[src/design/dvi_rx_cfg.svh]
// Purpose: constants of the pixel output and link-activity block
// Assumes: mclk at 20 MHz; pixel clock recovered upstream and sampled on mclk
// Notes:   included by the package, by the pixel output module and by the bench
//
// Notes on behaviour
// - rebuild 24-bit pixel words and their control signals for a panel controller
// - link activity is judged only from time between DE transitions
// - link-active flag high while link active, low while inactive
// - flag falls after about one million quiet pixel periods
// - flag rises about 1600 pixel periods after DE transitions resume
// - two-pixel staggered mode delays even bus a quarter pixel after latching edge
// - latch edge flip low selects falling output clock edge, high rising
// - single-pixel mode output clock lies between 25 and 165 MHz; the code gives at most 5 MHz (mclk over 4)
// - two-pixel mode output clock lies between 12.5 and 82.5 MHz; the code gives at most 2.5 MHz (mclk over 8)
// - full shutdown low puts digital outputs in high impedance within 9 ns; the code takes up to 3 mclk cycles, 150 ns
// - output shutdown low puts digital outputs in high impedance within 9 ns; the code takes up to 3 mclk cycles, 150 ns
// - red on bits 23..16, green 15..8, blue 7..0, valid while DE high
// - control bits 3..1 go out during blanking; control bit 0 is dropped
// - output clock period is one pixel single mode, two pixels two mode
`ifndef DVI_RX_CFG_SVH
`define DVI_RX_CFG_SVH

// ----------------------------------------------------------------
// widths
// ----------------------------------------------------------------
`define CHAN_W 8
`define USER_IN_W 4
`define USER_OUT_W 3
`define QUIET_W 20
`define FOUND_W 11
`define PHASE_W 3

// ----------------------------------------------------------------
// link activity, in pixel periods; buffer depth in words
// ----------------------------------------------------------------
`define LOST_PIX 1000000
`define FOUND_PIX 1600
`define FIFO_DEPTH 8

// ----------------------------------------------------------------
// output timing: phases in mclk cycles, then ns, MHz and kHz
// ----------------------------------------------------------------
`define PHASES_PER_PIX 3'h4
`define STAGGER_PHASE 3'h1
`define HIZ_NS 9
`define CLK_NS 50
`define HIZ_CYCLES (((`HIZ_NS) / (`CLK_NS)) < 1 ? 1 : ((`HIZ_NS) / (`CLK_NS)))
`define OUT_CLK_SINGLE_MIN_MHZ 25
`define OUT_CLK_SINGLE_MAX_MHZ 165
`define OUT_CLK_WIDE_MIN_KHZ 12500
`define OUT_CLK_WIDE_MAX_KHZ 82500

`endif

[src/design/dvi_rx_pkg.sv]
// Purpose: shared types of the pixel output and link-activity block
// Assumes: dvi_rx_cfg.svh gives all widths
// Notes:   state of the top module is one packed struct
`include "dvi_rx_cfg.svh"

package dvi_rx_pkg;

  typedef struct packed {
    logic [`CHAN_W-1:0] red;
    logic [`CHAN_W-1:0] green;
    logic [`CHAN_W-1:0] blue;
  } pixel_type;

  typedef struct packed {
    logic de;
    logic hsync;
    logic vsync;
    logic [`USER_IN_W-1:0] userBits;
    pixel_type pix;
  } link_word_type;

  typedef struct packed {
    logic de;
    logic hsync;
    logic vsync;
    logic [`USER_OUT_W-1:0] userBits;
    pixel_type pix;
  } fifo_word_type;

  typedef struct packed {
    logic wide;
    logic offsetN;
    logic flip;
    logic fullN;
    logic outN;
  } pin_type;

  typedef enum logic [1:0] {LINK_IDLE, LINK_ACQUIRE, LINK_ACTIVE} link_state_type;

  typedef struct packed {
    logic pclkMeta;
    logic pclkSync;
    logic pclkPrev;
    link_word_type wordMeta;
    link_word_type wordSync;
    pin_type pinMeta;
    pin_type pinSync;
    fifo_word_type capWord;
    logic capValid;
    logic overflow;
    logic lastDe;
    logic [`QUIET_W-1:0] quiet;
    logic [`FOUND_W-1:0] found;
    link_state_type link;
    logic activeFlag;
    logic [`PHASE_W-1:0] phase;
    logic [1:0] stageCnt;
    fifo_word_type stageEven;
    fifo_word_type stageOdd;
    fifo_word_type evenPend;
    logic outClk;
    pixel_type evenBus;
    pixel_type oddBus;
    logic de;
    logic hsync;
    logic vsync;
    logic [`USER_OUT_W-1:0] userBits;
    logic oeN;
  } rx_state_type;

endpackage

[src/design/dvi_rx_pixel_output.sv]
// Purpose: pixel output stage and link-activity detect of a TMDS receiver
// Assumes: decoded words and their pixel clock arrive from outside the mclk domain
// Notes:   output clock is rebuilt from mclk at PHASES_PER_PIX cycles a pixel
`timescale 1ns/100ps
`include "dvi_rx_cfg.svh"

module dvi_rx_pixel_output
  import dvi_rx_pkg::*;
#(
  parameter int LOST_PIX = `LOST_PIX,
  parameter int FOUND_PIX = `FOUND_PIX,
  parameter int FIFO_DEPTH = `FIFO_DEPTH
) (
  // clock, reset, enable
  input wire logic mclk,
  input wire logic rstn,
  input wire logic ce,
  // decoded link
  input wire logic pixelClock,
  input wire link_word_type linkWord,
  // configuration pins
  input wire logic wideOutputSelect,
  input wire logic offsetOutputsN,
  input wire logic latchEdgeFlip,
  input wire logic fullShutdownN,
  input wire logic outputShutdownN,
  // panel side
  output logic outputPixelClock,
  output pixel_type evenPixelBus,
  output pixel_type oddPixelBus,
  output logic deOut,
  output logic hsyncOut,
  output logic vsyncOut,
  output logic [`USER_OUT_W-1:0] userControlBits,
  output logic outputsOeN,
  // status
  output logic linkActiveFlag,
  output logic overflowFlag
);
  localparam int HIZ_CYC = `HIZ_CYCLES;
  localparam int FW = $bits(fifo_word_type);
  localparam logic [`QUIET_W-1:0] QUIET_LAST = `QUIET_W'(LOST_PIX - 1);
  localparam logic [`FOUND_W-1:0] FOUND_LAST = `FOUND_W'(FOUND_PIX - 1);

  if (LOST_PIX < 2 || LOST_PIX > (1 << `QUIET_W)) begin : g_bad_lost
    $error("LOST_PIX does not fit the quiet counter");
  end
  if (FOUND_PIX < 2 || FOUND_PIX > (1 << `FOUND_W) || FOUND_PIX >= LOST_PIX) begin : g_bad_found
    $error("FOUND_PIX does not fit the acquire counter");
  end

  rx_state_type st;
  rx_state_type next_st;
  fifo_word_type fifoOut;
  logic fifoInReady;
  logic fifoOutValid;
  logic fifoPop;
  logic strobe;
  logic deEdge;
  logic quietEnd;
  logic present;
  logic [`PHASE_W-1:0] slotLast;
  logic [`PHASE_W-1:0] halfSlot;
  logic [1:0] need;
  fifo_word_type ctrlWord;

  // ----------------------------------------------------------------
  // word buffer
  // ----------------------------------------------------------------
  pixel_fifo #(
    .WIDTH(FW),
    .DEPTH(FIFO_DEPTH)
  ) u_fifo (
    .mclk(mclk),
    .rstn(rstn),
    .ce(ce),
    .flush(!st.pinSync.fullN),
    .inData(st.capWord),
    .inValid(st.capValid),
    .inReady(fifoInReady),
    .outData(fifoOut),
    .outValid(fifoOutValid),
    .outReady(fifoPop)
  );

  // ----------------------------------------------------------------
  // next state
  // ----------------------------------------------------------------
  always_comb begin
    next_st = st;
    deEdge = 1'b0;
    quietEnd = 1'b0;
    present = 1'b0;
    ctrlWord = st.stageEven;
    // pixel clock, data and pins each cross on two flops
    next_st.pclkMeta = pixelClock;
    next_st.pclkSync = st.pclkMeta;
    next_st.pclkPrev = st.pclkSync;
    next_st.wordMeta = linkWord;
    next_st.wordSync = st.wordMeta;
    next_st.pinMeta = '{wideOutputSelect, offsetOutputsN, latchEdgeFlip,
                        fullShutdownN, outputShutdownN};
    next_st.pinSync = st.pinMeta;
    // data travel with the clock through equal delay, so the rising edge sees them settled
    strobe = st.pclkSync && !st.pclkPrev;

    if (st.capValid && fifoInReady) begin
      next_st.capValid = 1'b0;
    end
    if (strobe) begin
      if (st.capValid && !fifoInReady) begin
        // the buffer is full: keep the held word and record the lost pixel
        next_st.overflow = 1'b1;
      end else begin
        next_st.capWord.de = st.wordSync.de;
        next_st.capWord.hsync = st.wordSync.hsync;
        next_st.capWord.vsync = st.wordSync.vsync;
        next_st.capWord.userBits = st.wordSync.userBits[`USER_IN_W-1:1];
        next_st.capWord.pix = st.wordSync.pix;
        next_st.capValid = 1'b1;
      end
      // link activity from the spacing of DE transitions alone
      deEdge = st.wordSync.de != st.lastDe;
      quietEnd = !deEdge && (st.quiet == QUIET_LAST);
      next_st.lastDe = st.wordSync.de;
      if (deEdge) begin
        next_st.quiet = '0;
      end else if (!quietEnd) begin
        next_st.quiet = st.quiet + 1'b1;
      end
      case (st.link)
        LINK_IDLE: begin
          if (deEdge) begin
            next_st.link = LINK_ACQUIRE;
            next_st.found = '0;
          end
        end
        LINK_ACQUIRE: begin
          if (quietEnd) begin
            next_st.link = LINK_IDLE;
          end else if (st.found == FOUND_LAST) begin
            next_st.link = LINK_ACTIVE;
            next_st.activeFlag = 1'b1;
          end else begin
            next_st.found = st.found + 1'b1;
          end
        end
        LINK_ACTIVE: begin
          if (quietEnd) begin
            next_st.link = LINK_IDLE;
            next_st.activeFlag = 1'b0;
          end
        end
        default: begin
          next_st.link = LINK_IDLE;
          next_st.activeFlag = 1'b0;
        end
      endcase
    end

    // output slot: one pixel, or two in wide mode; its length sets the clock rate
    slotLast = st.pinSync.wide ? (`PHASES_PER_PIX << 1) - 3'h1 : `PHASES_PER_PIX - 3'h1;
    halfSlot = st.pinSync.wide ? `PHASES_PER_PIX : `PHASES_PER_PIX >> 1;
    need = st.pinSync.wide ? 2'h2 : 2'h1;
    if (st.phase < slotLast) begin
      next_st.phase = st.phase + 1'b1;
      if (st.pinSync.wide && !st.pinSync.offsetN && st.phase == `STAGGER_PHASE - 3'h1) begin
        next_st.evenBus = st.evenPend.pix;
      end
    end else if (st.stageCnt >= need) begin
      // the slot stalls at its last phase until a full set of words is staged
      present = 1'b1;
      next_st.phase = '0;
      next_st.stageCnt = '0;
      if (st.pinSync.wide) begin
        ctrlWord = st.stageOdd;
        next_st.oddBus = st.stageOdd.pix;
        next_st.evenPend = st.stageEven;
        if (st.pinSync.offsetN) begin
          next_st.evenBus = st.stageEven.pix;
        end
      end else begin
        next_st.evenBus = st.stageEven.pix;
        next_st.oddBus = '0;
      end
      next_st.de = ctrlWord.de;
      next_st.hsync = ctrlWord.hsync;
      next_st.vsync = ctrlWord.vsync;
      if (!ctrlWord.de) begin
        next_st.userBits = ctrlWord.userBits;
      end
    end
    // latching level during the first half of the slot, so its edge opens the slot
    next_st.outClk = (next_st.phase < halfSlot) ? st.pinSync.flip : !st.pinSync.flip;

    fifoPop = fifoOutValid && (st.stageCnt < need) && !present;
    if (fifoPop) begin
      if (st.stageCnt == 2'h0) begin
        next_st.stageEven = fifoOut;
      end else begin
        next_st.stageOdd = fifoOut;
      end
      next_st.stageCnt = st.stageCnt + 2'h1;
    end

    next_st.oeN = !(st.pinSync.fullN && st.pinSync.outN);
    if (!st.pinSync.fullN) begin
      next_st.link = LINK_IDLE;
      next_st.activeFlag = 1'b0;
      next_st.quiet = '0;
      next_st.found = '0;
      next_st.capValid = 1'b0;
      // a pixel lost in this very cycle still shows: the set wins over the clear
      if (!(strobe && st.capValid && !fifoInReady)) begin
        next_st.overflow = 1'b0;
      end
      next_st.stageCnt = '0;
      next_st.phase = '1;
    end
  end

  always_ff @(posedge mclk or negedge rstn) begin
    if (!rstn) begin
      st <= '0;
      st.phase <= '1;
      st.oeN <= 1'b1;
    end else if (ce) begin
      st <= next_st;
    end
  end

  // ----------------------------------------------------------------
  // outputs
  // ----------------------------------------------------------------
  assign outputPixelClock = st.outClk;
  assign evenPixelBus = st.evenBus;
  assign oddPixelBus = st.oddBus;
  assign deOut = st.de;
  assign hsyncOut = st.hsync;
  assign vsyncOut = st.vsync;
  assign userControlBits = st.userBits;
  assign outputsOeN = st.oeN;
  assign linkActiveFlag = st.activeFlag;
  assign overflowFlag = st.overflow;

  // ----------------------------------------------------------------
  // checks
  // ----------------------------------------------------------------
  a_hiz_full_down: assert property (@(posedge mclk) disable iff (!rstn || !ce)
    !st.pinSync.fullN |-> ##[1:HIZ_CYC] outputsOeN)
    else $error("outputs not released after full shutdown");
  a_hiz_out_down: assert property (@(posedge mclk) disable iff (!rstn || !ce)
    !st.pinSync.outN |-> ##[1:HIZ_CYC] outputsOeN)
    else $error("outputs not released after output shutdown");
  a_flag_drop: assert property (@(posedge mclk) disable iff (!rstn || !ce)
    (strobe && st.link == LINK_ACTIVE && !deEdge && st.quiet == QUIET_LAST)
      |=> !linkActiveFlag)
    else $error("link flag held after quiet interval");
  a_flag_rise: assert property (@(posedge mclk) disable iff (!rstn || !ce)
    (strobe && st.pinSync.fullN && st.link == LINK_ACQUIRE && st.found == FOUND_LAST
      && !quietEnd) |=> linkActiveFlag)
    else $error("link flag not raised after acquire count");
  a_flag_cause: assert property (@(posedge mclk) disable iff (!rstn || !ce)
    $rose(linkActiveFlag) |-> $past(st.link) == LINK_ACQUIRE && st.link == LINK_ACTIVE)
    else $error("link flag rose without acquire");
  a_quiet_restart: assert property (@(posedge mclk) disable iff (!rstn || !ce)
    (strobe && deEdge) |=> st.quiet == '0)
    else $error("quiet count not restarted on DE transition");
  a_stagger_even: assert property (@(posedge mclk) disable iff (!rstn || !ce)
    (present && st.pinSync.wide && !st.pinSync.offsetN && $stable(st.pinSync))
      |=> $stable(evenPixelBus) ##1 evenPixelBus == st.evenPend.pix)
    else $error("even bus not staggered by one phase");
  a_latch_edge: assert property (@(posedge mclk) disable iff (!rstn || !ce)
    present |=> outputPixelClock == $past(st.pinSync.flip))
    else $error("output clock not at latching level at slot start");
  a_single_period: assert property (@(posedge mclk) disable iff (!rstn || !ce)
    (present && !st.pinSync.wide && $stable(st.pinSync))
      |=> (outputPixelClock == st.pinSync.flip) [*2] ##1 (outputPixelClock != st.pinSync.flip))
    else $error("single mode clock half period wrong");
  a_user_blank: assert property (@(posedge mclk) disable iff (!rstn || !ce)
    (present && ctrlWord.de) |=> $stable(userControlBits))
    else $error("control bits changed during active display");
endmodule

[src/design/pixel_fifo.sv]
// Purpose: small word FIFO between pixel capture and output sequencer
// Assumes: DEPTH a power of two, at least 2
// Notes:   read data come from a register; flush empties it in one cycle
`timescale 1ns/100ps

module pixel_fifo #(
  parameter int WIDTH = 30,
  parameter int DEPTH = 8
) (
  // clock and reset
  input wire logic mclk,
  input wire logic rstn,
  input wire logic ce,
  input wire logic flush,
  // filling side
  input wire logic [WIDTH-1:0] inData,
  input wire logic inValid,
  output logic inReady,
  // draining side
  output logic [WIDTH-1:0] outData,
  output logic outValid,
  input wire logic outReady
);
  localparam int AW = $clog2(DEPTH);
  localparam logic [AW:0] DEPTH_C = (AW + 1)'(DEPTH);

  if (DEPTH < 2 || (1 << AW) != DEPTH) begin : g_bad_depth
    $error("pixel_fifo depth must be a power of two, at least 2");
  end

  typedef struct packed {
    logic [AW-1:0] wr;
    logic [AW-1:0] rd;
    logic [AW:0] count;
    logic [WIDTH-1:0] data;
    logic valid;
  } fifo_state_type;

  fifo_state_type st;
  fifo_state_type next_st;
  logic [WIDTH-1:0] mem [DEPTH];
  logic push;
  logic memRead;

  always_comb begin
    next_st = st;
    inReady = st.count != DEPTH_C;
    push = inValid && inReady;
    memRead = (st.count != '0) && (!st.valid || outReady);
    if (memRead) begin
      next_st.data = mem[st.rd];
      next_st.valid = 1'b1;
      next_st.rd = st.rd + 1'b1;
    end else if (outReady) begin
      next_st.valid = 1'b0;
    end
    if (push) begin
      next_st.wr = st.wr + 1'b1;
    end
    next_st.count = st.count + {{AW{1'b0}}, push} - {{AW{1'b0}}, memRead};
    if (flush) begin
      next_st = '0;
    end
  end

  always_ff @(posedge mclk or negedge rstn) begin
    if (!rstn) begin
      st <= '0;
    end else if (ce) begin
      st <= next_st;
    end
  end

  // storage has no reset; nothing reads a slot before it is written
  always_ff @(posedge mclk) begin
    if (ce && push && !flush) begin
      mem[st.wr] <= inData;
    end
  end

  assign outData = st.data;
  assign outValid = st.valid;
endmodule

[config.mk]
export PLATFORM = sky130hd
export DESIGN_NAME = dvi_rx_pixel_output
export DESIGN_NICKNAME = d
export VERILOG_FILES = /design/src/design/dvi_rx_pkg.sv /design/src/design/dvi_rx_pixel_output.sv /design/src/design/pixel_fifo.sv
export VERILOG_INCLUDE_DIRS = /design/src /design/src/design
export SDC_FILE = /design/constraint.sdc
export NUM_CORES = 1
export LEC_CHECK = 0
export BUFFER_PORTS_ARGS = -buffer_cell sky130_fd_sc_hd__buf_2
export CAP_MARGIN = 15
export CORE_ASPECT_RATIO = 1.25
export CORE_MARGIN = 10
export CORE_UTILIZATION = 40
export CTS_BUF_LIST = sky130_fd_sc_hd__clkbuf_4
export CTS_CLUSTER_DIAMETER = 50
export DETAILED_ROUTE_END_ITERATION = 6
export GPL_TIMING_DRIVEN = 1
export HOLD_SLACK_MARGIN = 0.06
export RECOVER_POWER = 100
export SLEW_MARGIN = 20
export SYNTH_ARGS = -nofsm -noshare
export SYNTH_HDL_FRONTEND = slang
export SYNTH_SLANG_ARGS = --single-unit
[constraint.sdc]
create_clock -name mclk -period 5.9 [get_ports mclk]
set_clock_uncertainty 0.05 [all_clocks]
set_input_delay 0.59 -clock mclk [delete_from_list [all_inputs] [get_ports mclk]]
set_output_delay 0.59 -clock mclk [all_outputs]
set_load 0.02 [all_outputs]
==> results of run 1 <==
[flip-flops by register name, indices dropped and copies added (netlist names)]
register,count
u_fifo.st,10
userControlBits,3
linkActiveFlag,1
next_st,37
u_fifo.outValid,1
oddPixelBus,24
overflowFlag,1
evenPixelBus,24
u_fifo.mem,240
u_fifo.outData,30
st,190
hsyncOut,1
deOut,1
outputPixelClock,1
outputsOeN,1
vsyncOut,1
[power groups by stage]
stage | Sequential [mW] | Combinational [mW] | Clock [mW]
2_1_floorplan | 5.48 | 1.92 | 0
3_3_place_gp | 5.76 | 2.23 | 0
3_5_place_dp | 5.83 | 2.28 | 0
4_1_cts | 5.75 | 2.30 | 3.34
5_1_grt | 5.87 | 2.46 | 3.52
6_report | 5.73 | 2.22 | 3.20
[through the flow]
stage / hold WS (ns) / cell area (sq um)
global route: 0.299 / 26200
finish: 0.272 / 26200
CTS: 0.126 / 26400
detailed placement: 0.376 / 24300
floorplan: 0.244 / 23300
global placement: 0.361 / 24300
[cells by family (layout without fill, tap and decap cells)]
family,count (synthesis),count (layout),synth area share [%]
fa+ha+maj,17,17,0.945
simple gates,272,272,5.57
other cells,0,1,0
xor+xnor,4,4,0.150
mux,344,344,19.3
buf+inv,148,425,3.47
compound gates,156,156,4.60
flops,566,566,65.9
[metal layers]
| layer | up-vias | track usage [%] |
|---|---|---|
| met5 | - | 0 |
| met4 | 0 | 6.14 |
| met3 | 92 | 2.86 |
| met2 | 276 | 22.2 |
| met1 | 6675 | 17.6 |
| li1 | 6061 | - |
[cell usage after synthesis (9+ instances only)]
cell / number / share of area (%)
clkbuf_1: 41 / 0.66
nor3_1: 12 / 0.26
nand3_1: 44 / 0.94
mux2_2: 246 / 12
mux4_2: 60 / 5.8
nor2_1: 66 / 1.1
buf_4: 60 / 1.9
buf_2: 17 / 0.36
buf_1: 9 / 0.14
nand4_1: 9 / 0.24
nand2_1: 94 / 1.5
ha_1: 16 / 0.86
a22o_1: 27 / 1.0
a31oi_1: 16 / 0.43
inv_1: 19 / 0.31
dfrtp_1: 322 / 35
a21oi_1: 23 / 0.49
edfxtp_1: 240 / 31
mux2i_1: 36 / 1.5
o21ai_0: 39 / 0.84
[critical path: stages, from the launching register on]
cell      delay, ns
dfrtp_1        0.32
buf_4          0.36
inv_1          0.22
ha_1           0.31
nand2b_1       0.16
a21oi_1        0.52
nor2_1         0.08
buf_4          0.25
nor3_1         0.58
clkbuf_1       1.26
mux2_2         0.44
[what timing repair did]
| item | CTS | global route |
|---|---|---|
| setup buffers | 0 | 0 |
| endpoints found under the hold margin | 114 | 0 |
| hold buffers | 37 | 0 |
| gates resized for setup | 0 | 0 |
[cell type report]
class | instances | area [sq um]
fill | 5155 | 31300
sequential | 566 | 15400
multi-input combinational | 793 | 7160
clock buffer | 202 | 1520
tap | 750 | 938
timing repair buffer | 158 | 928
clock inverter | 45 | 253
inverter | 20 | 75.1
antenna | 1 | 2.50
[final timing paths]
check	slack, ns	start	cells after the start	endpoint
hold / removal	0.27	rstn	2	next_st[235]
hold reg to reg	0.36	st[218]	1	outputsOeN
setup / recovery	1.18	st[222]	10	st[97]
min in group mclk	0.36	st[218]	1	outputsOeN
setup reg to reg	1.18	st[222]	10	st[97]
max in group asynchronous	3.94	rstn	3	u_fifo.st[35]
==> impl_metrics.py, run 1 <==
metrics = {
    "sta": {
        "slew_violations": 402,
        "setup_violations": 0,
        "fin_ws_ns": 1.18,
        "setup_tns_ns": 0,
        "min_period_ns": 4.72,
        "worst_pin_slew_ns": 3.51,
        "rsz0062_at_grt": "false",
        "period_share_pct": 80.0,
        "hold_viol_final": 0,
        "relSlewSlack_pct": -134,
        "timing.fmax_ghz": 0.212,
    },
    "power_and_ir_drop": {
        "combPwrFrac_pct": 19.9,
        "power_mw": 11.2,
        "power_switching_mw": 3.37,
        "power.density_nw_per_um2": 425,
        "internal_power_mw": 7.78,
        "p_clk_share_pct": 28.7,
        "ir_worst_vdd_v": 0.000165,
        "swShare_pct": 30.2,
        "pwr-share-seq_pct": 51.4,
        "cellLeakagePower_nw": 10.5,
    },
    "logic_synthesis": {
        "synth.cell_area_sq_um": 23300,
        "syn_inst": 1507,
        "synth_edf_count": 240,
        "ys_ff_latch": 566,
        "yosys_warnings": 0,
        "synth-seq-area-share_pct": 65.9,
        "synth_ff_type": "dfrtp_1",
        "synthArstFlopShare_pct": 57.6,
        "ys_types": 71,
        "synth_nets": 1564,
        "avgSynthCellArea_sq_um": 15.5,
    },
    "place": {
        "place_congestion": 0.748,
        "pre_cts_ws_ns": 2.09,
        "dp.cells": 2250,
        "hpwl_um": 27700,
        "portBuffers": 96,
    },
    "grt": {
        "grt_pass1_vias": 13784,
        "grt_max_degree": 177,
        "grtUsageTotal_pct": 13.8,
        "antenna_found_initial": 1,
        "grt_pass1_wl_um": 76200,
        "overflow": 0,
    },
    "cells_and_area": {
        "final_cell_mix": "dfrtp_1 (319), mux2_2 (246), edfxtp_1 (240)",
        "utilization_pct": 45.6,
        "area_growth_syn_to_layout_pct": 12.6,
        "final_cell_count_no_fill": 2535,
        "drive_gt1_share_pct": 33.2,
        "final_common_cell": "dfrtp_1",
        "fin_nets": 1738,
    },
    "clock_tree": {
        "htree_levels": 4,
        "clock-sinks": 566,
        "clkLatencyLatePin_ns": 0.87,
        "clk_path_buf_depth": 3,
        "clk_pin_slew_ns": 0.06,
        "root_buffer": "clkbuf_4",
        "cts_tree": "built",
        "cts_buffers": 142,
    },
    "floorplan": {
        "initial_core_util_pct": 40.5,
        "die_h_um": 290,
        "die_w_um": 236,
        "io_pins": 98,
        "die_area_sq_um": 68400,
        "core_sq_um": 57500,
        "core.rowCount": 98,
    },
    "status": {
        "violations": "max-capacitance violations, max-slew violations",
        "status": "finished, violations left",
    },
    "critical_path": {
        "worstSetupPathType": "flip-flop to flip-flop",
        "worstSetupEndpointType": "flip-flop",
        "cp.arrival_ns": 5.38,
        "startpoint_type": "flip-flop",
        "worstPathMaxFanout": 33,
        "required_ns": 6.56,
    },
    "detailed_routing": {
        "vias_per_cell": 5.17,
        "wl_met2_um": 22900,
        "drt_pass1_iterations": 5,
        "vias": 13104,
        "wl_per_cell_um": 18.5,
        "dr_wl_met3_um": 1770,
        "highest_layer": "met4",
        "drc_errors": 0,
        "wl_met1_um": 21000,
        "drtAntennaViolNets": 0,
        "drt_iter0_drc": 725,
        "finalWirelength_um": 46800,
    },
    "job": {
        "drv_cap": 12,
    },
    "hold_path": {
        "hold_class": "input pin to asynchronous set/reset pin",
    },
}
No activity file was read; power rests on OpenSTA's default activity.
==> run 2, diff against run 1 <==
- clock period: 5.9 -> 4.7 ns (I/O delays scaled with it)
==> run 2 against run 1 <==
Sequential power increased by 25%. Critical endpoint is now u_fifo.mem[7][19]. Routed wire length increased by 0.53%. Critical path type is now input pin to flip-flop. The run still ends with max-capacitance violations, max-slew violations left. Total power increased by 26%. Highest routed layer unchanged.
==> impl_metrics.py, run 2 (synthesis results as in run 1) <==
metrics = {
    "cells_and_area": {
        "area_growth_syn_to_layout_pct": 13.1,
        "n_fill_cell": 5155,
        "final_cell_mix": "dfrtp_1 (319), mux2_2 (246), edfxtp_1 (240)",
        "final_common_cell": "dfrtp_1",
        "utilization_pct": 45.9,
        "largest_register_ffs": 240,
        "fin_nets": 1750,
        "drive_gt1_share_pct": 34.1,
        "regMostFlops": "u_fifo.mem",
    },
    "critical_path": {
        "cp.arrival_ns": 4.43,
        "r2r-end": "st[62]",
        "worstSetupPathType": "input pin to flip-flop",
        "r2r_slack_ns": 0.94,
        "reg2reg_depth": 7,
        "startpoint_type": "input pin",
        "required_ns": 5.19,
        "r2r-start": "st[222]",
        "worstSetupEndpointType": "flip-flop",
        "worstPathMaxFanout": 45,
    },
    "clock_tree": {
        "cts_buffers": 144,
        "root_buffer": "clkbuf_4",
        "clock-sinks": 566,
        "clkLatencyLatePin_ns": 0.93,
        "cts_resized": 0,
        "clk_pin_slew_ns": 0.07,
        "clk_path_buf_depth": 3,
        "cts_tree": "built",
        "htree_levels": 4,
    },
    "sta": {
        "min_period_ns": 3.94,
        "period_share_pct": 83.8,
        "worst_pin_slew_ns": 3.53,
        "relSlewSlack_pct": -135,
        "setup_violations": 0,
        "timing.fmax_ghz": 0.254,
        "timing.hold.ws_ns": 0.262,
        "rsz0062_at_grt": "false",
        "hold_viol_final": 0,
        "slew_violations": 225,
    },
    "detailed_routing": {
        "highest_layer": "met4",
        "vias": 13124,
        "drt_pass1_iterations": 5,
        "wl_met2_um": 23300,
        "drt_iter0_drc": 867,
        "vias_per_cell": 5.15,
        "finalWirelength_um": 47100,
        "wl_met1_um": 20800,
        "drc_errors": 0,
        "drtAntennaViolNets": 0,
        "dr_wl_met3_um": 2070,
        "wl_per_cell_um": 18.5,
    },
    "status": {
        "status": "finished, violations left",
        "violations": "max-capacitance violations, max-slew violations",
    },
    "floorplan": {
        "die_w_um": 236,
        "initial_core_util_pct": 40.5,
        "die_area_sq_um": 68400,
        "core_sq_um": 57500,
        "io_pins": 98,
        "core.rowCount": 98,
        "die_h_um": 290,
    },
    "hold_path": {
        "hold_depth": 3,
        "hold_class": "input pin to flip-flop",
        "hold_end": "next_st[236]",
        "hold_start": "linkWord[8]",
    },
    "grt": {
        "grt_max_degree": 107,
        "overflow": 0,
        "grtUsageTotal_pct": 14.0,
        "antenna_found_initial": 1,
        "grt_pass1_vias": 13973,
        "grt_pass1_wl_um": 77000,
    },
    "job": {
        "drv_cap": 4,
    },
    "place": {
        "portBuffers": 96,
        "hpwl_um": 28300,
        "place_congestion": 0.754,
    },
    "power_and_ir_drop": {
        "ir_worst_vdd_v": 0.000213,
        "cellLeakagePower_nw": 10.6,
        "power.density_nw_per_um2": 532,
    },
}
run 2: changes by cell type in the layout (fill, tap and decap cells not counted), sizes merged:
cell         before  now
buf              46   48
clkinvlp          0    4
clkbuf          277  285
clkinv           35   30
dlygate4sd3      37   43
inv              29   27
run 2: through the flow:
stage | instance area, sq um | std cells | setup slack (ns) | power [mW] | setup TNS [ns]
final | 26400 | 2548 | 0.762 | 14.0 | 0
after detailed placement | 24300 | 2254 | 1.36 | 10.2 | 0
after global routing | 26400 | 2548 | 0.586 | 15.0 | 0
after global placement | 24300 | 2254 | 1.38 | 10.0 | 0
after CTS | 26600 | 2547 | 1.33 | 14.4 | 0
after floorplan | 23300 | 1507 | -0.158 | 9.30 | -14.20
run 2: final cells by class:
cell class | instances | area (sq um) | share of cell area, %
antenna | 1 | 2.50 | 0.00949
timing repair buffer | 168 | 1020 | 3.87
sequential | 566 | 15400 | 58.3
tap | 750 | 938 | 3.56
clock buffer | 208 | 1560 | 5.92
inverter | 20 | 75.1 | 0.285
clock inverter | 42 | 238 | 0.901
multi-input combinational | 793 | 7160 | 27.1
run 2: worst max-delay path by stage:
stage / from / endpoint / slack, ns / depth (start not counted)
after global routing: rstn / next_st[250] / 0.59 / 4
after CTS: st[222] / st[60] / 1.33 / 8
final: ce / u_fifo.mem[7][19] / 0.76 / 6
after detailed placement: st[222] / st[75] / 1.36 / 8
after global placement: st[222] / st[66] / 1.38 / 8
after floorplan: ce / u_fifo.mem[2][0] / -0.16 / 5
run 2: power breakdown:
| group | switching (mW) | internal [mW] | leakage, nW |
|---|---|---|---|
| Clock | 1.94 | 2.10 | 1.06 |
| Combinational | 1.40 | 1.40 | 3.14 |
| Sequential | 0.867 | 6.31 | 6.37 |
| Total | 4.21 | 9.82 | 10.6 |
run 2: routing by layer:
layer | up-vias | GRT usage (%)
met5 | - | 0
met4 | 0 | 5.75
met3 | 70 | 3.81
met2 | 265 | 22.7
met1 | 6706 | 17.4
li1 | 6083 | -
run 2: critical path, cell delays in order:
cell and delay, ns:
dlygate4sd3_1 0.53, buf_4 0.21, clkbuf_1 1.41, nand4_1 0.53, nor2_4 0.66, clkbuf_2 0.60
run 2: timing repair:
item,CTS,global route
buffers inserted,0,0
hold buffers,43,0
endpoints found under the hold margin,207,0
